[config.mk]
export PLATFORM = sky130hd
export DESIGN_NAME = cwr_responder
export DESIGN_NICKNAME = d
export VERILOG_FILES = /design/src/design/cwr_pkg.sv /design/src/design/cwr_responder.sv
export SDC_FILE = /design/constraint.sdc
export NUM_CORES = 1
export LEC_CHECK = 0
export BUFFER_PORTS_ARGS = -buffer_cell sky130_fd_sc_hd__buf_2
export CAP_MARGIN = 20
export CORE_AREA = 5 5 103 143
export DETAILED_ROUTE_END_ITERATION = 10
export DIE_AREA = 0 0 108 148
export PLACE_DENSITY = 0.77
export SKIP_LAST_GASP = 1
export SYNTH_ARGS = -nofsm -noshare
export SYNTH_HDL_FRONTEND = slang
export SYNTH_SLANG_ARGS = --single-unit
[constraint.sdc]
create_clock -name ref_clk -period 4.3 [get_ports ref_clk]
set_clock_uncertainty 0.1 [all_clocks]
set_input_delay 0.43 -clock ref_clk [delete_from_list [all_inputs] [get_ports ref_clk]]
set_output_delay 0.43 -clock ref_clk [all_outputs]
set_load 0.01 [all_outputs]
[src/design/cwr_pkg.sv]
// shared constants and carriers for the coil write and exception responder
package cwr_pkg;
  localparam int BUF_DEPTH = 12;
  localparam logic [3:0] BUF_MAX = 4'hC;
  localparam logic [5:0] GAP_BITS = 6'h21;
  localparam logic [7:0] FC_READ_COIL = 8'h01;
  localparam logic [7:0] FC_READ_HOLD = 8'h03;
  localparam logic [7:0] FC_FORCE_ONE = 8'h05;
  localparam logic [7:0] FC_PRESET_ONE = 8'h06;
  localparam logic [7:0] FC_DIAG = 8'h08;
  localparam logic [7:0] FC_FORCE_MULTI = 8'h0F;
  localparam logic [7:0] FC_PRESET_MULTI = 8'h10;
  localparam logic [7:0] EXC_FLAG = 8'h80;
  localparam logic [7:0] BCAST_ADDR = 8'h00;
  localparam logic [7:0] SUB_NONE = 8'h00;
  localparam logic [7:0] SUB_FC = 8'h01;
  localparam logic [7:0] SUB_ADDR = 8'h02;
  localparam logic [7:0] SUB_DATA = 8'h03;
  localparam logic [7:0] SUB_NAK = 8'h07;
  localparam logic [15:0] COIL_LIMIT = 16'h0010;
  localparam logic [15:0] QTY_MAX = 16'h0010;
  localparam logic [15:0] QTY_WIDE = 16'h0009;
  localparam logic [7:0] BC_MAX = 8'h02;
  localparam logic [7:0] FRAME_FIXED = 8'h09;
  localparam logic [3:0] MIN_FRAME = 4'h4;
  localparam logic [3:0] LEN_ERR = 4'h3;
  localparam logic [3:0] LEN_ECHO = 4'h6;
  localparam logic [15:0] RUN_RSVD = 16'h1800;
  localparam logic [15:0] RUN_RESET = 16'h0000;

  typedef struct packed {
    logic valid;
    logic [7:0] data;
  } cwr_rx_s;

  typedef struct packed {
    logic [7:0] data;
    logic last;
  } cwr_tx_s;

  typedef enum logic [1:0] {
    ST_RX = 2'b00,
    ST_EVAL = 2'b01,
    ST_TX = 2'b10
  } cwr_state_e;
endpackage

[src/design/cwr_responder.sv]
// coil write checking, execution and exception answer builder
// Summary of operation
// - station address 0 broadcast of coil write is ignored, never answered
// - query: fc 15, start hi/lo, count hi/lo, byte count, data, check
// - coil start 0..15 accepted; 16 or more gives improper address
// - byte count 0 or 3 and above gives improper data
// - coil count 1..16 accepted; 0 or 17 and above gives improper address
// - start plus count running past coil range is no error
// - count nine or more with byte count one or less is improper data
// - count eight or fewer with byte count two is accepted
// - data lsb first ascending coils; bits past count ignored
// - reserved run word bits always read zero
// - good write answered with address, fc, start and count echo
// - improper query not executed; answer address, exception fc, subcode
// - error answer carries the query station address
// - exception fc is fc plus 80h, unchanged when above 80h
// - unsupported fc gives subcode 1, highest priority
// - bad address or data count gives subcode 2, priority 2
// - unused codes after the first raise no error
// - start plus count past code range raises no error
// - diagnostics with nonzero subfunction gives improper address
// - write data out of range gives subcode 3, priority 3
// - no write right or locked target gives subcode 7
// - order of 3 and 7 depends on the cause of 7
// - each error answer stores its subcode in the error code
// - character gap of 33 bits closes or discards the frame
`timescale 1ns/1ns
module cwr_responder (
  input wire logic ref_clk,
  input wire logic rst,
  input wire cwr_pkg::cwr_rx_s rx_in,
  input wire logic bit_tick,
  input wire logic crc_ok,
  input wire logic [7:0] own_addr,
  input wire logic link_no_write,
  input wire logic run_locked,
  input wire logic tx_ready,
  output cwr_pkg::cwr_tx_s tx_q,
  output logic tx_valid_q,
  output logic [15:0] run_command_word_q,
  output logic [7:0] last_link_error_code_q
);
  import cwr_pkg::*;

  cwr_state_e st_q;
  cwr_state_e st_d;
  logic [7:0] buf_q [BUF_DEPTH];
  logic [3:0] cnt_q;
  logic [5:0] gap_q;
  logic [3:0] idx_q;
  logic [3:0] len_q;

  // query fields
  wire logic [7:0] q_addr = buf_q[0];
  wire logic [7:0] q_fc = buf_q[1];
  wire logic [15:0] q_start = {buf_q[2], buf_q[3]};
  wire logic [15:0] q_qty = {buf_q[4], buf_q[5]};
  wire logic [7:0] q_bc = buf_q[6];
  wire logic [15:0] q_data = {(q_bc == BC_MAX) ? buf_q[8] : 8'h00, buf_q[7]};

  // frame closes on a long gap
  wire logic gap_end = (cnt_q != 4'h0) && (gap_q >= GAP_BITS);
  wire logic frame_long = cnt_q >= MIN_FRAME;
  wire logic for_us = crc_ok && frame_long && (q_addr == own_addr) &&
    (q_addr != BCAST_ADDR);

  wire logic fc_known = (q_fc == FC_READ_COIL) || (q_fc == FC_READ_HOLD) ||
    (q_fc == FC_FORCE_ONE) || (q_fc == FC_PRESET_ONE) ||
    (q_fc == FC_DIAG) || (q_fc == FC_FORCE_MULTI) ||
    (q_fc == FC_PRESET_MULTI);
  wire logic is_multi = q_fc == FC_FORCE_MULTI;
  wire logic diag_bad = (q_fc == FC_DIAG) && ({buf_q[2], buf_q[3]} != 16'h0);
  wire logic addr_bad = (q_start >= COIL_LIMIT) || (q_qty == 16'h0) ||
    (q_qty > QTY_MAX);
  wire logic len_bad = {4'h0, cnt_q} != (FRAME_FIXED + q_bc);
  wire logic bc_bad = (q_bc == 8'h00) || (q_bc > BC_MAX) ||
    ((q_qty >= QTY_WIDE) && (q_bc < BC_MAX)) || len_bad;
  wire logic ours = !fc_known || diag_bad || is_multi;

  logic [7:0] sub_w;
  always_comb begin
    sub_w = SUB_NONE;
    if (!fc_known) begin
      sub_w = SUB_FC;
    end else if (diag_bad) begin
      sub_w = SUB_ADDR;
    end else if (addr_bad) begin
      sub_w = SUB_ADDR;
    end else if (link_no_write) begin
      sub_w = SUB_NAK;
    end else if (bc_bad) begin
      sub_w = SUB_DATA;
    end else if (run_locked) begin
      sub_w = SUB_NAK;
    end
  end

  wire logic respond = for_us && ours;
  wire logic is_err = sub_w != SUB_NONE;
  wire logic [7:0] exc_w = (q_fc > EXC_FLAG) ? q_fc : q_fc + EXC_FLAG;

  logic [15:0] word_w;
  logic [4:0] rel;
  always_comb begin
    word_w = run_command_word_q;
    rel = 5'h00;
    for (int i = 0; i < 16; i++) begin
      rel = 5'(i) - {1'b0, q_start[3:0]};
      if ((5'(i) >= {1'b0, q_start[3:0]}) && ({11'h000, rel} < q_qty)) begin
        word_w[i] = q_data[rel[3:0]];
      end
    end
    word_w = word_w & ~RUN_RSVD;
  end

  wire logic tx_step = tx_ready || !tx_valid_q;
  wire logic tx_more = idx_q < len_q;

  always_comb begin
    st_d = st_q;
    unique case (st_q)
      ST_RX: begin
        if (gap_end) begin
          st_d = ST_EVAL;
        end
      end
      ST_EVAL: begin
        st_d = respond ? ST_TX : ST_RX;
      end
      ST_TX: begin
        if (tx_step && !tx_more) begin
          st_d = ST_RX;
        end
      end
      default: st_d = ST_RX;
    endcase
  end

  always_ff @(posedge ref_clk) begin
    if (rst) begin
      st_q <= ST_RX;
    end else begin
      st_q <= st_d;
    end
  end

  always_ff @(posedge ref_clk) begin
    if (rst || st_q != ST_RX || rx_in.valid) begin
      gap_q <= 6'h00;
    end else if (bit_tick && gap_q < GAP_BITS) begin
      gap_q <= gap_q + 6'h01;
    end
  end

  always_ff @(posedge ref_clk) begin
    if (rst || st_q == ST_EVAL) begin
      cnt_q <= 4'h0;
    end else if (st_q == ST_RX && rx_in.valid && cnt_q < BUF_MAX) begin
      cnt_q <= cnt_q + 4'h1;
    end
  end

  always_ff @(posedge ref_clk) begin
    if (st_q == ST_RX && rx_in.valid && cnt_q < BUF_MAX) begin
      buf_q[cnt_q] <= rx_in.data;
    end else if (st_q == ST_EVAL && respond && is_err) begin
      buf_q[1] <= exc_w;
      buf_q[2] <= sub_w;
    end
  end

  always_ff @(posedge ref_clk) begin
    if (rst) begin
      len_q <= 4'h0;
    end else if (st_q == ST_EVAL) begin
      len_q <= is_err ? LEN_ERR : LEN_ECHO;
    end
  end

  // run word written only on success
  always_ff @(posedge ref_clk) begin
    if (rst) begin
      run_command_word_q <= RUN_RESET;
    end else if (st_q == ST_EVAL && respond && !is_err) begin
      run_command_word_q <= word_w;
    end
  end

  always_ff @(posedge ref_clk) begin
    if (rst) begin
      last_link_error_code_q <= SUB_NONE;
    end else if (st_q == ST_EVAL && respond && is_err) begin
      last_link_error_code_q <= sub_w;
    end
  end

  always_ff @(posedge ref_clk) begin
    if (rst || st_q != ST_TX) begin
      idx_q <= 4'h0;
      tx_valid_q <= 1'b0;
      tx_q <= '0;
    end else if (tx_step) begin
      tx_valid_q <= tx_more;
      if (tx_more) begin
        tx_q.data <= buf_q[idx_q];
        tx_q.last <= (idx_q + 4'h1) == len_q;
        idx_q <= idx_q + 4'h1;
      end
    end
  end

  wire logic eval_multi = st_q == ST_EVAL && for_us && is_multi;
  wire logic eval_good = st_q == ST_EVAL && respond && !is_err;

  AST_BCAST: assert property (@(posedge ref_clk) disable iff (rst)
    (st_q == ST_EVAL && q_addr == BCAST_ADDR)
      |=> st_q == ST_RX && !tx_valid_q && $stable(run_command_word_q))
    else $error("broadcast was answered");

  AST_START: assert property (@(posedge ref_clk) disable iff (rst)
    (eval_multi && q_start >= COIL_LIMIT)
      |=> last_link_error_code_q == SUB_ADDR)
    else $error("start address error not reported");

  AST_BYTECNT: assert property (@(posedge ref_clk) disable iff (rst)
    (eval_multi && !addr_bad && !link_no_write && q_bc == 8'h00)
      |=> last_link_error_code_q == SUB_DATA)
    else $error("zero byte count not reported");

  AST_BIGBC: assert property (@(posedge ref_clk) disable iff (rst)
    (eval_multi && !addr_bad && !link_no_write && q_bc > BC_MAX)
      |=> last_link_error_code_q == SUB_DATA)
    else $error("oversized byte count not reported");

  AST_QTY: assert property (@(posedge ref_clk) disable iff (rst)
    (eval_multi && q_start < COIL_LIMIT && q_qty > QTY_MAX)
      |=> last_link_error_code_q == SUB_ADDR && len_q == LEN_ERR)
    else $error("coil count error not reported");

  AST_RANGE: assert property (@(posedge ref_clk) disable iff (rst)
    (eval_multi && q_start < COIL_LIMIT && q_qty != 16'h0000 &&
      q_qty <= QTY_MAX) |-> sub_w != SUB_ADDR)
    else $error("coil overrun flagged as bad address");

  AST_WIDE: assert property (@(posedge ref_clk) disable iff (rst)
    (eval_multi && !addr_bad && !link_no_write && q_qty >= QTY_WIDE &&
      q_bc < BC_MAX)
      |=> last_link_error_code_q == SUB_DATA && len_q == LEN_ERR)
    else $error("wide count with short data not reported");

  AST_NARROW: assert property (@(posedge ref_clk) disable iff (rst)
    (eval_multi && !addr_bad && !link_no_write && !run_locked &&
      q_qty < QTY_WIDE && q_bc == BC_MAX && !len_bad)
      |=> len_q == LEN_ECHO)
    else $error("narrow count with two data bytes refused");

  AST_FIRSTBIT: assert property (@(posedge ref_clk) disable iff (rst)
    (eval_good && !RUN_RSVD[q_start[3:0]])
      |=> run_command_word_q[$past(q_start[3:0])] == $past(buf_q[7][0]))
    else $error("first data bit not placed at start coil");

  AST_RSVD: assert property (@(posedge ref_clk) disable iff (rst)
    (run_command_word_q & RUN_RSVD) == 16'h0000)
    else $error("reserved run bit set");

  AST_ECHO: assert property (@(posedge ref_clk) disable iff (rst)
    (st_q == ST_EVAL && respond && !is_err)
      |=> len_q == LEN_ECHO && buf_q[1] == FC_FORCE_MULTI)
    else $error("good write not echoed");

  AST_ECHOFC: assert property (@(posedge ref_clk) disable iff (rst)
    (tx_valid_q && idx_q == 4'h2 && len_q == LEN_ECHO)
      |-> tx_q.data == FC_FORCE_MULTI)
    else $error("echo function byte wrong");

  AST_HOLD: assert property (@(posedge ref_clk) disable iff (rst)
    (tx_valid_q && !tx_ready) |=> tx_valid_q && $stable(tx_q))
    else $error("answer byte dropped before it was taken");

  AST_NOEXEC: assert property (@(posedge ref_clk) disable iff (rst)
    (st_q == ST_EVAL && is_err) |=> $stable(run_command_word_q))
    else $error("improper query executed");

  AST_STATION: assert property (@(posedge ref_clk) disable iff (rst)
    (tx_valid_q && idx_q == 4'h1) |-> tx_q.data == own_addr)
    else $error("answer station address wrong");

  AST_EXCFN: assert property (@(posedge ref_clk) disable iff (rst)
    (st_q == ST_EVAL && respond && is_err)
      |=> buf_q[1] == (($past(q_fc) > EXC_FLAG) ? $past(q_fc) :
        ($past(q_fc) ^ EXC_FLAG)) && buf_q[0] == $past(q_addr))
    else $error("exception function byte wrong");

  AST_EXCTX: assert property (@(posedge ref_clk) disable iff (rst)
    (tx_valid_q && idx_q == 4'h2 && len_q == LEN_ERR)
      |-> tx_q.data[7] || tx_q.data == 8'h00)
    else $error("exception function byte lacks the error flag");

  AST_UNKFC: assert property (@(posedge ref_clk) disable iff (rst)
    (st_q == ST_EVAL && for_us && !fc_known)
      |=> last_link_error_code_q == SUB_FC && len_q == LEN_ERR)
    else $error("unsupported function not reported");

  AST_DIAG: assert property (@(posedge ref_clk) disable iff (rst)
    (st_q == ST_EVAL && for_us && q_fc == FC_DIAG && q_start != 16'h0000)
      |=> last_link_error_code_q == SUB_ADDR)
    else $error("bad diagnostics subfunction not reported");

  AST_NAK: assert property (@(posedge ref_clk) disable iff (rst)
    (eval_multi && !addr_bad && link_no_write)
      |=> last_link_error_code_q == SUB_NAK)
    else $error("missing write right not reported");

  AST_LOCK: assert property (@(posedge ref_clk) disable iff (rst)
    (eval_multi && !addr_bad && !link_no_write && !bc_bad && run_locked)
      |=> last_link_error_code_q == SUB_NAK)
    else $error("locked run word write not reported");

  AST_ORDER: assert property (@(posedge ref_clk) disable iff (rst)
    (eval_multi && !addr_bad && !link_no_write && bc_bad && run_locked)
      |=> last_link_error_code_q == SUB_DATA)
    else $error("data error not ahead of the run lock");

  AST_SUBTX: assert property (@(posedge ref_clk) disable iff (rst)
    (tx_valid_q && tx_q.last && len_q == LEN_ERR)
      |-> tx_q.data == last_link_error_code_q)
    else $error("sent subcode differs from the stored one");

  AST_GAP: assert property (@(posedge ref_clk) disable iff (rst)
    (st_q == ST_RX && cnt_q != 4'h0 && gap_q >= GAP_BITS) |=> st_q == ST_EVAL)
    else $error("frame not closed after a long gap");

  AST_KEEP: assert property (@(posedge ref_clk) disable iff (rst)
    (eval_good && q_start[3:0] != 4'h0)
      |=> run_command_word_q[0] == $past(run_command_word_q[0]))
    else $error("coil below the start address changed");

  AST_BADCRC: assert property (@(posedge ref_clk) disable iff (rst)
    (st_q == ST_EVAL && !crc_ok)
      |=> st_q == ST_RX && $stable(last_link_error_code_q))
    else $error("bad frame answered");
endmodule // cwr_responder

==> results.md <==
- Outcome: complete, no violations
- Slew headroom: 29.4%
- Crit share post-route: 82.0%
- WL final: 21900 um
- CP arrival: 3.57 ns
- Share of flip-flops with an asynchronous set or reset: 0%
- Tmin final: 3.53 ns
- Leakage: 3.34 nW
- H-Tree Depth: 4
- Crit Reg-Reg Startpoint: buf_q[3][2]$_DFFE_PP_
- Pre-antenna DRT Iters: 5
- CTS resizes: 0
- Setup Viol. Count Final: 0
- Fin. max-slew vios: 0
- Share of layout cells above drive strength 1: 21.0%
- Unique cell type count in the Yosys netlist: 63
- Yosys warnings: 0
- Worst reg-to-reg path cell count: 10
- Worst R2R End: buf_q[0][7]$_DFFE_PP_
- VDD IR max: 0.000310 V
- Longest Clk Path Bufs: 2
- Final nets: around 850
- Most common cell after layout, fill and taps aside: ha_1
- Vias in the first global route: 6203
- CP Capture Point: buf_q[0][7]$_DFFE_PP_
- Num ports: 58
- Final hold viol count: 0
- CTS Root Cell: clkbuf_16
- Crit path required time: between 4 and 5 ns
- Antenna diode count: 0
- CP startpoint kind: flop
- Synth Register Bits: between 100 and 150
- Setup TNS: 0 ns
- DR WL/cell: 23.1 um
- Final worst slack: 0.773 ns
- Layout Cells excl Fill: ~950
- Wire length of the first global-routing pass: 33900 um
- Die Ht: 148 um
- Max cap viols: 0
- Cts-stage hold buffer count: 0
- Via Count: 6126
- Number of synthesized flops with an enable pin: 67
- Fill count: 1055
- Row count: 50
- Number of setup buffers added after CTS: 0
- Syn Area/Cell: 10.8 um^2
- Final GP Congestion: roughly 0.97
- Min-Delay Path Class: input pin to flop
- Post-DRT Antenna Nets: 0
- Worst Setup Path Type: flop to flop
- Skew-Pair Late Insertion Delay: 0.43 ns
- Worst Setup SP: buf_q[3][2]$_DFFE_PP_
- Highest clock rate: 0.284 GHz
- Netlist Area Pre-Place: 0.00762 mm^2
- Largest net degree at the start of global routing: 27
- Placed Cells incl. Taps: 917
- FF-to-FF setup slack: a little under 0.8 ns
- Synth Instances: a little over 700
- DRT iter0 DRCs: 659
- CTS tree: done
- P per Cell Area: 332 mW/mm^2
- Die area: 0.0160 mm^2
- Initial antenna violation count: 0
- Effective utilization at floorplan: 57.4%
- GR Overflow Total: 0
- Total CTS buffers: 17
- All-Layer GR Usage: between 20% and 30%
- Core area: 0.0133 mm^2
- Via/cell ratio: 6.46
- Unrepaired setup endpoints after global routing: false
- Port Buffers: 50
- DIE WIDTH: 108 um
- Highest-count cells in the layout ignoring fill and taps: ha_1 (69), edfxtp_1 (67), a21oi_1 (56)
- Detailed Place HPWL: 16200 um
- Top_reg_cell synth: edfxtp_1
- Synth-to-layout area growth: 12.8%
- Clock slew at reported path FFs: 0.06 ns
- Remaining DRCs: 0
- Dpl ws: 0.910 ns
- Tightest Pin Transition: 1.06 ns
- Post-synthesis sequential area ratio: 39.8%
- Crit end category: flop
- Crit-path max FO: 21
- Clock net sink count: 118
## worst min path at each step
stage	start	depth (start not counted)	end	slack (ns)
6_report	rx_in[5]	3	buf_q[2][5]$_SDFFE_PP0P_	0.19
5_1_grt	rx_in[5]	3	buf_q[2][5]$_SDFFE_PP0P_	0.19
2_1_floorplan	st_q[0]$_SDFFE_PP0P_	1	st_q[0]$_SDFFE_PP0P_	0.35
4_1_cts	rx_in[5]	3	buf_q[2][5]$_SDFFE_PP0P_	0.18
3_5_place_dp	run_command_word_q[8]$_SDFFE_PP0P_	2	run_command_word_q[8]$_SDFFE_PP0P_	0.37
3_3_place_gp	run_command_word_q[15]$_SDFFE_PP0P_	2	run_command_word_q[15]$_SDFFE_PP0P_	0.35
## cell type report
cell class	instances	area, um^2	share of cell area, %
clock buffer	18	429	4.99
clock inverter	14	141	1.65
inverter	36	135	1.57
multi-input combinational	520	4290	50.0
sequential	118	3030	35.3
tap	182	228	2.65
timing repair buffer	61	333	3.87
## report_power, final
| part | internal, mW | leakage (nW) | total (mW) | switching [mW] |
|---|---|---|---|---|
| Combinational | 0.0775 | 2.06 | 0.177 | 0.0995 |
| Clock | 0.810 | 0.267 | 1.39 | 0.582 |
| Sequential | 1.23 | 1.02 | 1.28 | 0.0473 |
| Total | 2.12 | 3.34 | 2.85 | 0.729 |
## metal layers
layer	routed length (um)	GRT usage, %	vias up	share of wire [%]
met3	1240	4.15	99	5.7
met1	7450	29.4	2994	34
li1	-	-	2723	-
met4	1600	19.6	0	7.3
met5	0	0	-	0
met2	11600	51.0	310	53
## cells in the mapped netlist, drive strengths merged, types with 20 or more instances
cell	n	area, um^2
dfxtp	51	1020
inv	36	135
nor2	53	199
mux4	34	769
a21oi	56	280
nand2	38	145
edfxtp	67	2010
clkbuf	20	75.1
o21ai	34	170
ha	69	863
nor4	20	161
mux2i	27	270
## worst max-delay path, cell delays in order (launching register included)
cell and delay [ns]:
edfxtp_1 0.67, inv_1 0.30, ha_1 0.41, nand2_1 0.18, nand4_1 0.14, nand4_1 0.20
o21ba_2 0.20, a221oi_2 0.21, buf_4 0.32, nor2_1 0.09, a31oi_1 0.44
## per-stage QoR
stage / hold slack [ns] / power (mW) / area (um^2) / utilization (%)
final: 0.192 / 2.85 / 8590 / 64.8
after global routing: 0.192 / 2.91 / 8590 / 64.8
after CTS: 0.183 / 2.84 / 8590 / 64.8
after detailed placement: 0.366 / 1.47 / 8020 / 60.5
after global placement: 0.355 / 1.46 / 8020 / 60.5
after floorplan: 0.355 / 1.41 / 7640 / -
## flip-flops by register name, indices dropped and copies added, names as in the netlist
signal                  flops
st_q                        2
tx_valid_q                  1
gap_q                       6
tx_q                        9
idx_q                       4
buf_q                      72
run_command_word_q         14
last_link_error_code_q      3
len_q                       3
cnt_q                       4
## logic make-up (layout without fill, tap and decap cells)
logic type,Yosys count,after routing,share of synthesized area [%]
mux,77,77,16.0
flops,118,118,39.8
xor+xnor,32,32,3.68
fa+ha+maj,69,69,11.3
compound gates,146,146,12.0
simple gates,189,189,12.9
other cells,1,7,0.0492
buf+inv,74,129,4.22
No activity file was read; power rests on OpenSTA's default activity.
